**config.mk**
```make
export PLATFORM = sky130hd
export DESIGN_NAME = dtc_timer_pair
export DESIGN_NICKNAME = d
export VERILOG_FILES = /design/src/dtc_pkg.sv /design/src/dtc_timer_pair.sv
export SDC_FILE = /design/constraint.sdc
export NUM_CORES = 1
export LEC_CHECK = 0
export ABC_AREA = 1
export BUFFER_PORTS_ARGS = -buffer_cell sky130_fd_sc_hd__clkbuf_2
export CAP_MARGIN = 20
export CORE_UTILIZATION = 60
export CTS_BUF_LIST = sky130_fd_sc_hd__clkbuf_4 sky130_fd_sc_hd__clkbuf_8
export CTS_CLUSTER_SIZE = 24
export DETAILED_ROUTE_END_ITERATION = 8
export HOLD_SLACK_MARGIN = 0.15
export PLACE_DENSITY = 0.89
export SLEW_MARGIN = 20
export SYNTH_ARGS = -nofsm -noshare
export SYNTH_HDL_FRONTEND = slang
export SYNTH_SLANG_ARGS = --single-unit
```
**constraint.sdc**
```tcl
create_clock -name i_clock -period 2.3 [get_ports i_clock]
set_input_delay 0.69 -clock i_clock [delete_from_list [all_inputs] [get_ports i_clock]]
set_output_delay 0.69 -clock i_clock [all_outputs]
set_load 0.01 [all_outputs]
```
**src/dtc_pkg.sv**
```systemverilog
// Constants shared by the dual timer/counter pair: register addresses,
// bit positions inside each register, mode encodings and reset values.
// Assumes an 8-bit special-function register space with byte registers.
package dtc_pkg;

	localparam logic [7:0] DTC_ADDR_CONTROL   = 8'h88;
	localparam logic [7:0] DTC_ADDR_MODE      = 8'h89;
	localparam logic [7:0] DTC_ADDR_U0_LOW    = 8'h8a;
	localparam logic [7:0] DTC_ADDR_U1_LOW    = 8'h8b;
	localparam logic [7:0] DTC_ADDR_U0_HIGH   = 8'h8c;
	localparam logic [7:0] DTC_ADDR_U1_HIGH   = 8'h8d;
	localparam logic [7:0] DTC_ADDR_CLOCK_CTL = 8'h8e;
	localparam logic [7:0] DTC_ADDR_AUX       = 8'ha2;
	localparam logic [7:0] DTC_ADDR_PORT_MODE = 8'hac;

	// Mode register: unit 0 in the low nibble, unit 1 in the high nibble.
	localparam int DTC_MODE_STRIDE   = 4;
	localparam int DTC_MODE_GATE_BIT = 3;
	localparam int DTC_MODE_CT_BIT   = 2;
	localparam int DTC_MODE_MF_HIGH  = 1;
	localparam int DTC_MODE_MF_LOW   = 0;

	// Control register run and overflow flag positions.
	localparam int DTC_CTL_U0_RUN  = 4;
	localparam int DTC_CTL_U0_FLAG = 5;
	localparam int DTC_CTL_U1_RUN  = 6;
	localparam int DTC_CTL_U1_FLAG = 7;

	// Clock control, auxiliary and port mode bit positions.
	localparam int DTC_CLK_U0_UNDIV = 3;
	localparam int DTC_CLK_U1_UNDIV = 4;
	localparam int DTC_AUX_U0_SLOW  = 4;
	localparam int DTC_AUX_U1_SLOW  = 5;
	localparam int DTC_PORT_U0_TOE  = 6;
	localparam int DTC_PORT_U1_TOE  = 7;

	localparam logic [7:0] DTC_BYTE_RESET  = 8'h00;
	localparam logic [7:0] DTC_BYTE_MAX    = 8'hff;
	localparam logic [4:0] DTC_LOW5_MAX    = 5'h1f;
	localparam logic       DTC_TOGGLE_IDLE = 1'b1;
	localparam int         DTC_PRESCALE    = 12;

	typedef enum logic [1:0] {
		DTC_MODE_13BIT,
		DTC_MODE_16BIT,
		DTC_MODE_RELOAD,
		DTC_MODE_SPLIT
	} dtc_mode_t;

endpackage : dtc_pkg

```
**src/dtc_timer_pair.sv**
```systemverilog
// Two 16-bit timer/counter units with their byte registers, mode and
// control registers, prescaler, pin sampling and toggle outputs.
// Assumes a byte register port with one-cycle strobes and pins that are
// asynchronous to i_clock; the interrupt controller acks with a pulse.
`timescale 1ns/1ns
`default_nettype none

module dtc_timer_pair
	import dtc_pkg::*;
#(
	parameter int PRESCALE = DTC_PRESCALE
) (
	input  wire logic       i_clock,
	input  wire logic       i_nrst,
	input  wire logic [7:0] i_addr,
	input  wire logic [7:0] i_wdata,
	input  wire logic       i_write,
	input  wire logic       i_read,
	output logic      [7:0] o_rdata,
	input  wire logic       i_unit0_count_pin_in,
	output logic            o_unit0_count_pin_out,
	output logic            o_unit0_count_pin_oe,
	input  wire logic       i_unit1_count_pin_in,
	output logic            o_unit1_count_pin_out,
	output logic            o_unit1_count_pin_oe,
	input  wire logic       i_unit0_gate_pin,
	input  wire logic       i_unit1_gate_pin,
	input  wire logic       i_low_speed_crystal_clock,
	input  wire logic       i_unit0_service_ack,
	input  wire logic       i_unit1_service_ack,
	output logic            o_unit0_irq,
	output logic            o_unit1_irq
);

	// Prescaler width and wrap value; the prescaler runs free from reset,
	// so the first divided tick after a run set may come early.
	localparam int PRE_W = (PRESCALE > 2) ? $clog2(PRESCALE) : 1;
	localparam logic [PRE_W-1:0] PRE_LAST = PRE_W'(PRESCALE - 1);
	localparam logic [PRE_W-1:0] PRE_ZERO = '0;

	// A prescaler of one would merge the divided and undivided paths.
	if (PRESCALE < 2) begin : g_check
		$error("PRESCALE must be at least 2");
	end

	// All state of the pair, registered together on every clock edge.
	typedef struct packed {
		logic [1:0]       run;
		logic [1:0]       flag;
		logic [1:0]       gate;
		logic [1:0]       ctsel;
		logic [1:0][1:0]  mf;
		logic [1:0]       undiv;
		logic [1:0]       slow;
		logic [1:0]       toe;
		logic [1:0]       tog;
		logic [1:0][7:0]  lo;
		logic [1:0][7:0]  hi;
		logic [PRE_W-1:0] pre;
		logic [1:0]       pin_s1;
		logic [1:0]       pin_s2;
		logic [1:0]       pin_s3;
		logic [1:0]       gate_s1;
		logic [1:0]       gate_s2;
		logic             xt_s1;
		logic             xt_s2;
		logic             xt_s3;
		logic [7:0]       rdata;
	} dtc_state_t;

	dtc_state_t s_q;
	dtc_state_t s_d;

	// Per-unit views of the pins and the combinational count decisions.
	logic [1:0]       pin_in;
	logic [1:0]       gate_in;
	logic [1:0]       ack;
	logic             pre_tick;
	logic             xt_rise;
	logic [1:0]       pin_fall;
	logic [1:0]       tick;
	logic [1:0]       en;
	logic [1:0]       ovf;
	logic             high_ovf;
	logic             split0;
	logic [1:0]       flag_set;
	logic [15:0]      full_next;
	logic [4:0]       low5_next;
	logic [7:0]       ctl_rd;
	logic [7:0]       mode_rd;
	logic [7:0]       clk_rd;
	logic [7:0]       aux_rd;
	logic [7:0]       port_rd;
	dtc_mode_t        mode_u;

	// Gather the per-unit pins into vectors indexed by unit.
	assign pin_in  = {i_unit1_count_pin_in, i_unit0_count_pin_in};
	assign gate_in = {i_unit1_gate_pin, i_unit0_gate_pin};
	assign ack     = {i_unit1_service_ack, i_unit0_service_ack};

	always_comb begin
		s_d       = s_q;
		s_d.rdata = DTC_BYTE_RESET;
		full_next = 16'h0000;
		low5_next = 5'h00;
		ovf       = 2'b00;
		high_ovf  = 1'b0;
		flag_set  = 2'b00;
		mode_u    = DTC_MODE_13BIT;

		// Input synchronisers and the edge history stage.
		s_d.pin_s1  = pin_in;
		s_d.pin_s2  = s_q.pin_s1;
		s_d.pin_s3  = s_q.pin_s2;
		s_d.gate_s1 = gate_in;
		s_d.gate_s2 = s_q.gate_s1;
		s_d.xt_s1   = i_low_speed_crystal_clock;
		s_d.xt_s2   = s_q.xt_s1;
		s_d.xt_s3   = s_q.xt_s2;

		pin_fall = s_q.pin_s3 & ~s_q.pin_s2;
		xt_rise  = s_q.xt_s2 & ~s_q.xt_s3;

		// Shared divide-by-PRESCALE prescaler, twelve by default.
		pre_tick = (s_q.pre == PRE_LAST);
		s_d.pre  = pre_tick ? PRE_ZERO : PRE_W'(s_q.pre + 1'b1);

		split0 = (dtc_mode_t'(s_q.mf[0]) == DTC_MODE_SPLIT);

		// Tick source per unit: slow crystal first, then pin, then clock.
		for (int u = 0; u < 2; u++) begin
			if (s_q.slow[u]) begin
				tick[u] = xt_rise;
			end else if (s_q.ctsel[u]) begin
				tick[u] = pin_fall[u];
			end else begin
				tick[u] = s_q.undiv[u] | pre_tick;
			end
			en[u] = (~s_q.gate[u] | s_q.gate_s2[u]);
		end
		// In split mode unit 1 runs regardless of its own run bit.
		en[0] = en[0] & s_q.run[0];
		en[1] = en[1] & (split0 | s_q.run[1]);

		// Count update per unit, one branch per mode field value.
		// A write to a count byte later in this process overrides it.
		for (int u = 0; u < 2; u++) begin
			mode_u = dtc_mode_t'(s_q.mf[u]);
			unique case (mode_u)
				DTC_MODE_13BIT: begin
					if (en[u] && tick[u]) begin
						low5_next = s_q.lo[u][4:0] + 5'h01;
						s_d.lo[u] = {s_q.lo[u][7:5], low5_next};
						if (s_q.lo[u][4:0] == DTC_LOW5_MAX) begin
							s_d.hi[u] = s_q.hi[u] + 8'h01;
							ovf[u] = (s_q.hi[u] == DTC_BYTE_MAX);
						end
					end
				end
				DTC_MODE_16BIT: begin
					if (en[u] && tick[u]) begin
						full_next = {s_q.hi[u], s_q.lo[u]} + 16'h0001;
						s_d.hi[u] = full_next[15:8];
						s_d.lo[u] = full_next[7:0];
						ovf[u] = ({s_q.hi[u], s_q.lo[u]} == 16'hffff);
					end
				end
				DTC_MODE_RELOAD: begin
					if (en[u] && tick[u]) begin
						if (s_q.lo[u] == DTC_BYTE_MAX) begin
							s_d.lo[u] = s_q.hi[u];
							ovf[u] = 1'b1;
						end else begin
							s_d.lo[u] = s_q.lo[u] + 8'h01;
						end
					end
				end
				DTC_MODE_SPLIT: begin
					// Unit 1 holds its count here; unit 0 splits in two.
					if (u == 0) begin
						if (en[0] && tick[0]) begin
							s_d.lo[0] = s_q.lo[0] + 8'h01;
							ovf[0] = (s_q.lo[0] == DTC_BYTE_MAX);
						end
						if (s_q.run[1] && (s_q.undiv[0] || pre_tick)) begin
							s_d.hi[0] = s_q.hi[0] + 8'h01;
							high_ovf = (s_q.hi[0] == DTC_BYTE_MAX);
						end
					end
				end
			endcase
		end

		// Split mode hands the high byte's wrap to unit 1's flag.
		flag_set[0] = ovf[0];
		flag_set[1] = split0 ? high_ovf : ovf[1];

		// Toggle outputs idle high while disabled and flip on overflow.
		for (int u = 0; u < 2; u++) begin
			if (!s_q.toe[u]) begin
				s_d.tog[u] = DTC_TOGGLE_IDLE;
			end else if (ovf[u]) begin
				s_d.tog[u] = ~s_q.tog[u];
			end
			if (ack[u]) begin
				s_d.flag[u] = 1'b0;
			end
		end

		// Register writes; byte writes beat a same-cycle increment.
		if (i_write) begin
			unique case (i_addr)
				DTC_ADDR_CONTROL: begin
					s_d.run[0]  = i_wdata[DTC_CTL_U0_RUN];
					s_d.run[1]  = i_wdata[DTC_CTL_U1_RUN];
					s_d.flag[0] = i_wdata[DTC_CTL_U0_FLAG];
					s_d.flag[1] = i_wdata[DTC_CTL_U1_FLAG];
				end
				DTC_ADDR_MODE: begin
					for (int u = 0; u < 2; u++) begin
						s_d.gate[u]  = i_wdata[DTC_MODE_STRIDE*u
							+ DTC_MODE_GATE_BIT];
						s_d.ctsel[u] = i_wdata[DTC_MODE_STRIDE*u
							+ DTC_MODE_CT_BIT];
						s_d.mf[u] = {i_wdata[DTC_MODE_STRIDE*u
							+ DTC_MODE_MF_HIGH], i_wdata[DTC_MODE_STRIDE*u
							+ DTC_MODE_MF_LOW]};
					end
				end
				DTC_ADDR_U0_LOW:  s_d.lo[0] = i_wdata;
				DTC_ADDR_U1_LOW:  s_d.lo[1] = i_wdata;
				DTC_ADDR_U0_HIGH: s_d.hi[0] = i_wdata;
				DTC_ADDR_U1_HIGH: s_d.hi[1] = i_wdata;
				DTC_ADDR_CLOCK_CTL: begin
					s_d.undiv[0] = i_wdata[DTC_CLK_U0_UNDIV];
					s_d.undiv[1] = i_wdata[DTC_CLK_U1_UNDIV];
				end
				DTC_ADDR_AUX: begin
					s_d.slow[0] = i_wdata[DTC_AUX_U0_SLOW];
					s_d.slow[1] = i_wdata[DTC_AUX_U1_SLOW];
				end
				DTC_ADDR_PORT_MODE: begin
					s_d.toe[0] = i_wdata[DTC_PORT_U0_TOE];
					s_d.toe[1] = i_wdata[DTC_PORT_U1_TOE];
				end
				default: begin
				end
			endcase
		end

		// Hardware set wins over a software or acknowledge clear.
		s_d.flag = s_d.flag | flag_set;

		// Readback images; bits that hold no control read as zero.
		ctl_rd = DTC_BYTE_RESET;
		ctl_rd[DTC_CTL_U0_RUN]  = s_q.run[0];
		ctl_rd[DTC_CTL_U1_RUN]  = s_q.run[1];
		ctl_rd[DTC_CTL_U0_FLAG] = s_q.flag[0];
		ctl_rd[DTC_CTL_U1_FLAG] = s_q.flag[1];
		mode_rd = DTC_BYTE_RESET;
		for (int u = 0; u < 2; u++) begin
			mode_rd[DTC_MODE_STRIDE*u + DTC_MODE_GATE_BIT] = s_q.gate[u];
			mode_rd[DTC_MODE_STRIDE*u + DTC_MODE_CT_BIT]   = s_q.ctsel[u];
			mode_rd[DTC_MODE_STRIDE*u + DTC_MODE_MF_HIGH]  = s_q.mf[u][1];
			mode_rd[DTC_MODE_STRIDE*u + DTC_MODE_MF_LOW]   = s_q.mf[u][0];
		end
		clk_rd = DTC_BYTE_RESET;
		clk_rd[DTC_CLK_U0_UNDIV] = s_q.undiv[0];
		clk_rd[DTC_CLK_U1_UNDIV] = s_q.undiv[1];
		aux_rd = DTC_BYTE_RESET;
		aux_rd[DTC_AUX_U0_SLOW] = s_q.slow[0];
		aux_rd[DTC_AUX_U1_SLOW] = s_q.slow[1];
		port_rd = DTC_BYTE_RESET;
		port_rd[DTC_PORT_U0_TOE] = s_q.toe[0];
		port_rd[DTC_PORT_U1_TOE] = s_q.toe[1];

		// Read data stands only in the cycle after the read strobe.
		if (i_read) begin
			unique case (i_addr)
				DTC_ADDR_CONTROL:   s_d.rdata = ctl_rd;
				DTC_ADDR_MODE:      s_d.rdata = mode_rd;
				DTC_ADDR_U0_LOW:    s_d.rdata = s_q.lo[0];
				DTC_ADDR_U1_LOW:    s_d.rdata = s_q.lo[1];
				DTC_ADDR_U0_HIGH:   s_d.rdata = s_q.hi[0];
				DTC_ADDR_U1_HIGH:   s_d.rdata = s_q.hi[1];
				DTC_ADDR_CLOCK_CTL: s_d.rdata = clk_rd;
				DTC_ADDR_AUX:       s_d.rdata = aux_rd;
				DTC_ADDR_PORT_MODE: s_d.rdata = port_rd;
				default:            s_d.rdata = DTC_BYTE_RESET;
			endcase
		end
	end

	// Pin synchronisers reset to the idle levels of their pins, so that
	// no false falling edge is counted just after reset.
	always_ff @(posedge i_clock or negedge i_nrst) begin
		if (!i_nrst) begin
			s_q         <= '0;
			s_q.lo      <= {DTC_BYTE_RESET, DTC_BYTE_RESET};
			s_q.hi      <= {DTC_BYTE_RESET, DTC_BYTE_RESET};
			s_q.tog     <= {DTC_TOGGLE_IDLE, DTC_TOGGLE_IDLE};
			s_q.pin_s1  <= 2'b11;
			s_q.pin_s2  <= 2'b11;
			s_q.pin_s3  <= 2'b11;
			s_q.gate_s1 <= 2'b00;
			s_q.gate_s2 <= 2'b00;
		end else begin
			s_q <= s_d;
		end
	end

	// Outputs come straight from the registered state.
	assign o_rdata               = s_q.rdata;
	assign o_unit0_count_pin_out = s_q.tog[0];
	assign o_unit0_count_pin_oe  = s_q.toe[0];
	assign o_unit1_count_pin_out = s_q.tog[1];
	assign o_unit1_count_pin_oe  = s_q.toe[1];
	assign o_unit0_irq           = s_q.flag[0];
	assign o_unit1_irq           = s_q.flag[1];

endmodule : dtc_timer_pair

`default_nettype wire

```
* After elaboration in Yosys (flattened, before gate mapping) *
Cells that the tools add are included.

operators by class
  $add $sub $neg = 9
  multiply operators = 0
  div/mod/pow operators = 0
  $lt $le $gt $ge = 0
  equal/unequal tests = 25
  shift-type cells = 0
  muxes and demuxes = 59
  bitwise logic cells = 16
  reduce and logical (&&, ||, !) cells = 11

operator list
  operator                                                         number
  8-bit two-way mux                                                20
  8-bit == test, second input constant                             13
  8-bit one-hot mux with 9 select lines                            1
  8-bit one-hot mux with 3 select lines                            2
  16-bit by 1-bit adder with 16-bit output, second input constant  2
  8-bit by 1-bit adder with 8-bit output, second input constant    4
  16-bit == test, second input constant                            2
  32-bit two-way mux                                               1
  8-bit one-hot mux with 4 select lines                            1
  1-bit two-way mux                                                23
  16-bit two-way mux                                               1
  8-bit one-hot mux with 2 select lines                            1
  5-bit by 1-bit adder with 5-bit output, second input constant    2
  5-bit == test, second input constant                             2
  5-bit two-way mux                                                2
  2-bit AND reduction                                              5
  2-bit two-way mux                                                4
  2-bit == test, second input constant                             3
  1-bit NOT                                                        5
  1-bit bitwise OR                                                 5
  4-bit by 1-bit adder with 4-bit output, second input constant    1
  2-bit by 1-bit == test with 1-bit output, second input constant  2
  4-bit == test, second input constant                             1
  2-bit zero test                                                  2
  other kinds (10)                                                 15

word-level totals
  register bits = 77
  bits in latches = 0
  memory bits (writable) = 0
  memory bits (read-only) = 0
  input port bits = 27
  output and inout bits = 14
  logic and storage cells = 145
  memories kept = 0

* Logic depth before layout (Yosys ltp) *
Gate-level depths: netlist of run 1.

  depth in word-level cells = 9
  mapped depth = 13
  gate-level depth less buffers = 12

* Worst setup path before layout of run 1 *
OpenSTA, ideal clock, no wires.

  path kind = flip-flop to flip-flop
  from = register s_q[49] (netlist bit)
  to = register s_q, in the netlist o_unit1_count_pin_out
  setup time = 85 ps
  arrival = 1879 ps
  required time = 2215 ps
  slack = 337 ps
  stages on the path, launching flop included = 12
  path buffers = 1
  period minus slack after synthesis = 1963 ps
  cell sequence = dfrtp_1 > ha_1 > nand3_1 > inv_1 > ha_1 > clkbuf_1 > inv_1 > o21bai_1 > nor3b_2 > nand2_1 > nand2_1 > nand3_1

on the way
  longest elaborated chain between the ends = 5
  elaborated cells on any way between the ends = 10
  those cells by class = eq/ne (4); mux (6)

ends and longest elaborated chain
  item                                                         line                                          RTL
  start: declaration                                           dtc_timer_pair.sv:71                          dtc_state_t s_q;
  8-bit == test / 5-bit == test (equally long branches)        dtc_timer_pair.sv:170, dtc_timer_pair.sv:154
  1-bit two-way mux (on tied branches)                         dtc_timer_pair.sv:170, dtc_timer_pair.sv:154
  1-bit two-way mux (on tied branches)                         dtc_timer_pair.sv:169, dtc_timer_pair.sv:151
  1-bit one-hot mux with 3 select lines *                      dtc_timer_pair.sv:149                         unique case (mode_u)
  2-bit by 1-bit != test with 1-bit output (no source line) *  -

Mark *: on every way between the ends. The rest lies on a longest branch, timed or not.
A chain may end at the register's enable or synchronous reset.

==> results of run 1 <==
-- worst max-delay path, stage by stage (launching register included) --
cell	delay, ns
dfrtp_1	0.44
ha_1	0.21
nand2_1	0.09
nor2_2	0.11
ha_1	0.45
nand3_1	0.24
o21ai_0	0.22
nand2_1	0.07
nand2_1	0.06
nor2_1	0.04
nor2_1	0.08
-- per-layer routing --
layer	routed length [µm]	global-route usage (%)	part of all wire (%)
met4	502	13.6	2.9
met3	2190	6.09	12
met1	7410	51.9	42
met5	0	0	0
met2	7500	52.2	43
-- power groups by stage --
| stage | combinational [µW] | sequential, µW | clock [µW] |
|---|---|---|---|
| after floorplan | 1800 | 1960 | 0 |
| after global placement | 2230 | 2100 | 0 |
| after detailed placement | 2280 | 2100 | 0 |
| after CTS | 2290 | 2080 | 1090 |
| after global routing | 2660 | 2140 | 1150 |
| final | 2340 | 2100 | 1090 |
-- area by class of cell --
class	count	area [µm²]	area share (%)
clock buffer	9	124	1.90
clock inverter	7	80.1	1.23
inverter	128	485	7.45
multi-input combinational	693	3370	51.8
sequential	77	1940	29.7
tap	133	166	2.55
timing repair buffer	58	350	5.38
-- cells in the final DEF (no fill, tap or decap), types with 2 or more instances in the layout --
master / count
nand2_1: 257
inv_1: 120
nor2_1: 106
nand3_1: 94
o21ai_0: 69
dfrtp_1: 69
clkbuf_2: 39
a21oi_1: 30
buf_4: 18
o21ai_1: 17
o22ai_1: 17
xor2_1: 15
nand4_1: 13
o211ai_1: 12
ha_1: 12
nand3b_1: 9
nand2_2: 9
clkbuf_8: 9
dfstp_2: 8
inv_2: 6
nor2_4: 5
nor3_1: 5
xnor2_1: 4
nor2_2: 4
nand2_4: 3
a211oi_1: 3
inv_6: 3
nand3_2: 2
inv_4: 2
o31ai_1: 2
clkinvlp_4: 2
-- how the worst max path moves through the flow --
stage          startpoint               endpoint  slack, ns  cells past startpoint
2_1_floorplan     s_q[49]  o_unit1_count_pin_out       0.34                     11
3_3_place_gp    i_addr[1]                s_q[26]       0.19                     12
3_5_place_dp    i_addr[1]                s_q[26]       0.15                     12
4_1_cts           s_q[41]                s_q[31]       0.28                     10
5_1_grt           s_q[41]                s_q[31]       0.06                     10
6_report          s_q[41]                s_q[31]       0.24                     10
-- registers in the layout, indices dropped and copies added (netlist names), 2 cells and up --
name and flops:
aux_rd 2, clk_rd 2, ctl_rd 2, mode_rd 6
mode_u 2, o_rdata 8, s_d 8, s_q 41
-- per-stage QoR --
step                power (µW)  area (µm²)  utilization [%]  worst slack [ns]  std cells
CTS                       5450        6520             67.0             0.278       1105
floorplan                 3760        6020                -             0.337        930
finish                    5520        6520             67.0             0.242       1105
global placement          4330        6310             64.9             0.191       1089
detailed placement        4380        6310             64.9             0.149       1089
global route              5940        6520             67.0            0.0623       1105
-- cells by family (layout without fill, tap and decap cells) --
logic type | after synthesis | after routing | share of synthesized area, %
and+or+nand+nor | 508 | 508 | 36.7
buffers and inverters | 160 | 202 | 11.8
AOI/OAI and AO/OA | 153 | 153 | 13.9
DFF | 77 | 77 | 32.2
xor gates and xnor gates | 19 | 19 | 2.76
adders and majority gates | 12 | 12 | 2.49
muxes | 1 | 1 | 0.166
==> qor.yml, run 1 <==
run_status:
  status: "finished, final reports clean"
synthesis:
  synth_cell_types: 36
  yosys_warnings: 0
  yosysMostFrequentCell: "nand2_1"
  ys_seq_area_share_pct: 32.2
  synthesis.area_um2: 6020
  yosys-top-cells-area: "dfrtp_1 (29%), nand2_1 (16%), nand3_1 (7.8%)"
  synthFlopType: "dfrtp_1"
  async_reset_ff_share_pct: 100
  syn_nets: 969
  synth_edf_count: 0
  avgSynthCellArea_um2: 6.47
  synth_top_cell_area_share_pct: 28.7
  syn_inst: 930
  yosys.area.top_type: "dfrtp_1"
  synth_common_cells: "nand2_1 (257), inv_1 (120), nor2_1 (106)"
  synth-seq-cells: 77
clock_tree:
  cts_htree_levels: 3
  cts_buffers: 9
  cts_tree: "yes"
  cts_hold_buf: 0
  cts_sinks: 77
  clk_pin_slew_ns: 0.10
  postCtsSetupRepairBufs: 0
  cts_buffer_depth: 2
  insertion_delay_ns: 0.37
  cts.repair.resized: 0
  cts-root-buf: "clkbuf_8"
power:
  switching_share_pct: 45.8
  pwr-share-seq_pct: 38.0
  comb_power_share_pct: 42.3
  switchingPower_uw: 2530
  power_leakage_uw: 0.00326
  internal_power_uw: 3000
  powerDensity_nw_per_um2: 848
  p_clk_share_pct: 19.7
  ir_worst_vdd_v: 0.000417
timing:
  fin_tns_setup_ns: 0
  fmax_mhz: 486
  fin_skew_ns: 0.0152
  holdWs_ns: 0.276
  finalCritPeriodShare_pct: 89.5
  hold_viol_final: 0
  drv_slew: 0
  period_needed_ns: 2.06
  finalSetupViolations: 0
  tightest_slew_ns: 0.519
  rsz0062_at_grt: "no"
  slew_headroom_pct: 65.4
global_route:
  grtUsageTotal_pct: 35.5
  antenna_found_initial: 0
  grt_overflow_total: 0
  grt_max_degree: 41
  grt_pass1_wl_mm: 28.0
  grt_pass1_vias: 5509
layout:
  diodes: 0
  syn_to_final_growth_pct: 8.25
  n_fill_cell: 887
  fin_nets: 1006
  drive_gt1_share_pct: 11.8
route:
  viasPerCell: 5.88
  drtPass1Iterations: 7
  route.detailed.drc: 0
  vias: 6493
  avgRoutedWirePerCell_um: 15.9
  ant_nets: 0
  postRouteWirelength_mm: 17.6
  drt-initial-drc-count: 840
critical_path:
  r2r-end: "s_q[31]"
  cp-start-kind: "flip-flop"
  rrSetupSlack_ns: 0.24
  ff2ff_path_depth: 10
  cp.arrival_ns: 2.36
  worst_setup_path_end_kind: "flip-flop"
  r2r-start: "s_q[41]"
  criticalPathCategory: "flip-flop to flip-flop"
  cp_max_fo: 10
  cp_data_required_time_ns: 2.60
hold_path:
  min_path_type: "primary input to async pin"
placement:
  hpwl_mm: 13.3
  numPortBuffers: 40
  routabilityCongestion: 0.981
floorplan:
  initial_core_util_pct: 61.9
  rows: 36
  core_area_um2: 9730
  die_w_um: 102
  dieArea_um2: 10400
  ios: 41
  die_height_um: 102
run:
  maxCapViolCount: 0
Power figures use the tool's default switching activity.
==> run 2, diff against run 1 <==
CORE_UTILIZATION = 45   (was 60)
PLACE_DENSITY = 0.72   (was 0.89)
==> qor.yml, run 2 (same netlist as run 1, synthesis figures left out) <==
floorplan:
  rows: 41  # +14%
  dieArea_um2: 13800  # +33%
  die_height_um: 118  # +15%
  core_area_um2: 12800  # +32%
  die_w_um: 118  # +15%
  ios: 41  # unchanged
  initial_core_util_pct: 46.9  # -15 points
route:
  drtPass1Iterations: 5  # -2
  ant_nets: 0  # unchanged
  vias: 6290  # -3.1%
  viasPerCell: 5.47  # -6.9%
  route.detailed.drc: 0  # unchanged
  postRouteWirelength_mm: 18.2  # +3.6%
  drt-initial-drc-count: 707  # -16%
  avgRoutedWirePerCell_um: 15.9  # -0.43%
critical_path:
  cp_data_required_time_ns: 2.61  # about the same
  cp-start-kind: "flip-flop"
  criticalPathCategory: "flip-flop to flip-flop"
  cp.arrival_ns: 2.40  # +0.04 ns
  cp_max_fo: 10  # unchanged
  worst_setup_path_end_kind: "flip-flop"
  ff2ff_path_depth: 10  # unchanged
timing:
  drv_slew: 0  # unchanged
  fin_skew_ns: 0.0107  # -0.00451 ns
  fmax_mhz: 477  # -1.8%
  slew_headroom_pct: 63.0  # -2.4 points
  period_needed_ns: 2.10  # +0.0387 ns
  finalCritPeriodShare_pct: 91.1  # +1.7 points
  hold_viol_final: 0  # unchanged
  rsz0062_at_grt: "no"
  fin_tns_setup_ns: 0  # unchanged
  finalSetupViolations: 0  # unchanged
  tightest_slew_ns: 0.555  # +0.0365 ns
clock_tree:
  cts.repair.resized: 0  # unchanged
  cts-root-buf: "clkbuf_8"
  cts_sinks: 77  # unchanged
  clk_pin_slew_ns: 0.09  # about the same
  cts_htree_levels: 3  # unchanged
  postCtsSetupRepairBufs: 0  # unchanged
  cts_buffer_depth: 2  # unchanged
  cts_hold_buf: 0  # unchanged
  cts_buffers: 9  # unchanged
  cts_tree: "yes"
  insertion_delay_ns: 0.38  # about the same
global_route:
  grt_use_met2_pct: 38.5  # -14 points
  grt_max_degree: 41  # unchanged
  grt_pass1_wl_mm: 29.5  # +5.6%
  use_met1_pct: 40.4  # -12 points
  grtUsageTotal_pct: 27.1  # -8.4 points
  grt_pass1_vias: 5618  # +2.0%
  grt_overflow_total: 0  # unchanged
  gr-usage-met3_pct: 4.31  # -1.8 points
  grt-busiest-layer: "met1"
  antenna_found_initial: 0  # unchanged
run:
  maxCapViolCount: 0  # unchanged
layout:
  regMostFlops: "s_q"
  utilization_pct: 51.6  # -15 points
  layout_common_cells: "nand2_1 (257), inv_1 (120), nor2_1 (106)"
  diodes: 0  # unchanged
  largest_reg_flops: 41  # unchanged
  fin_nets: 1012  # +0.60%
  n_fill_cell: 1352  # +52%
  syn_to_final_growth_pct: 10.0
  layout_commonest_cell: "nand2_1"
  drive_gt1_share_pct: 12.4  # +0.54 points
power:
  ir_worst_vdd_v: 0.000440  # +5.5%
  power_leakage_uw: 0.00330  # +1.2%
  powerDensity_nw_per_um2: 841  # -0.82%
run_status:
  status: "finished, final reports clean"
hold_path:
  min_path_type: "primary input to async pin"
placement:
  routabilityCongestion: 0.984  # +0.28%
  numPortBuffers: 40  # unchanged
  hpwl_mm: 13.9  # +4.8%
==> run 2: cell types whose count changed in the layout (fill, tap and decap cells not counted) <==
| cell | previous run | this run |
|---|---|---|
| clkbuf_4 | 0 | 1 |
| buf_12 | 1 | 2 |
| inv_6 | 3 | 1 |
| clkbuf_8 | 9 | 10 |
| clkinv_4 | 1 | 0 |
| buf_4 | 18 | 23 |
| clkinv_2 | 0 | 1 |
==> run 2: path summary, 6_finish.rpt <==
check	startpoint	end	slack, ns
min reg2reg	s_d[12]	s_q[12]	0.36
min	i_nrst	s_q[34]	0.30
max reg2reg	s_q[41]	s_q[31]	0.20
max	s_q[41]	s_q[31]	0.20
max in group asynchronous	i_nrst	s_q[32]	1.40
min in group i_clock	s_d[12]	s_q[12]	0.36
==> run 2: area by class of cell <==
cell class              instances  area (µm²)  share of cell area (%)
flip-flops and latches         77        1940                    29.2
clock buffers                  11         145                    2.19
multi-input cells             693        3370                    50.9
well taps                     172         215                    3.25
clock inverters                 5        58.8                   0.888
repair buffers                 64         408                    6.16
inverters                     128         485                    7.33
==> run 2: through the flow <==
stage / power (µW) / setup WS, ns / std cells / hold slack, ns / instance area, µm²
6_report: 5570 / 0.204 / 1150 / 0.298 / 6620
4_1_cts: 5550 / 0.225 / 1150 / 0.312 / 6620
3_5_place_dp: 4440 / 0.228 / 1134 / 0.340 / 6420
2_1_floorplan: 3760 / 0.337 / 930 / 0.331 / 6020
5_1_grt: 6020 / 0.0245 / 1150 / 0.337 / 6620
3_3_place_gp: 4420 / 0.256 / 1134 / 0.332 / 6420
==> run 2: critical path, stage by stage (launching register included) <==
cell,delay (ns)
dfrtp_1,0.44
ha_1,0.21
nand2_1,0.09
nor2_2,0.11
ha_1,0.45
nand3_1,0.24
o21ai_0,0.24
nand2_1,0.07
nand2_1,0.06
nor2_1,0.04
nor2_1,0.07
==> run 2: power breakdown <==
part / leakage [µW] / internal, µW / switching, µW
registers: 0.000940 / 1660 / 429
logic: 0.00226 / 850 / 1540
clock network: 0.0000994 / 545 / 548
total: 0.00330 / 3050 / 2520
==> run 2: metal layers <==
layer / up-vias / part of all wire [%]
met5: - / 0
met4: 0 / 2.8
met3: 35 / 9.1
met2: 307 / 42
met1: 2864 / 46
li1: 3084 / -
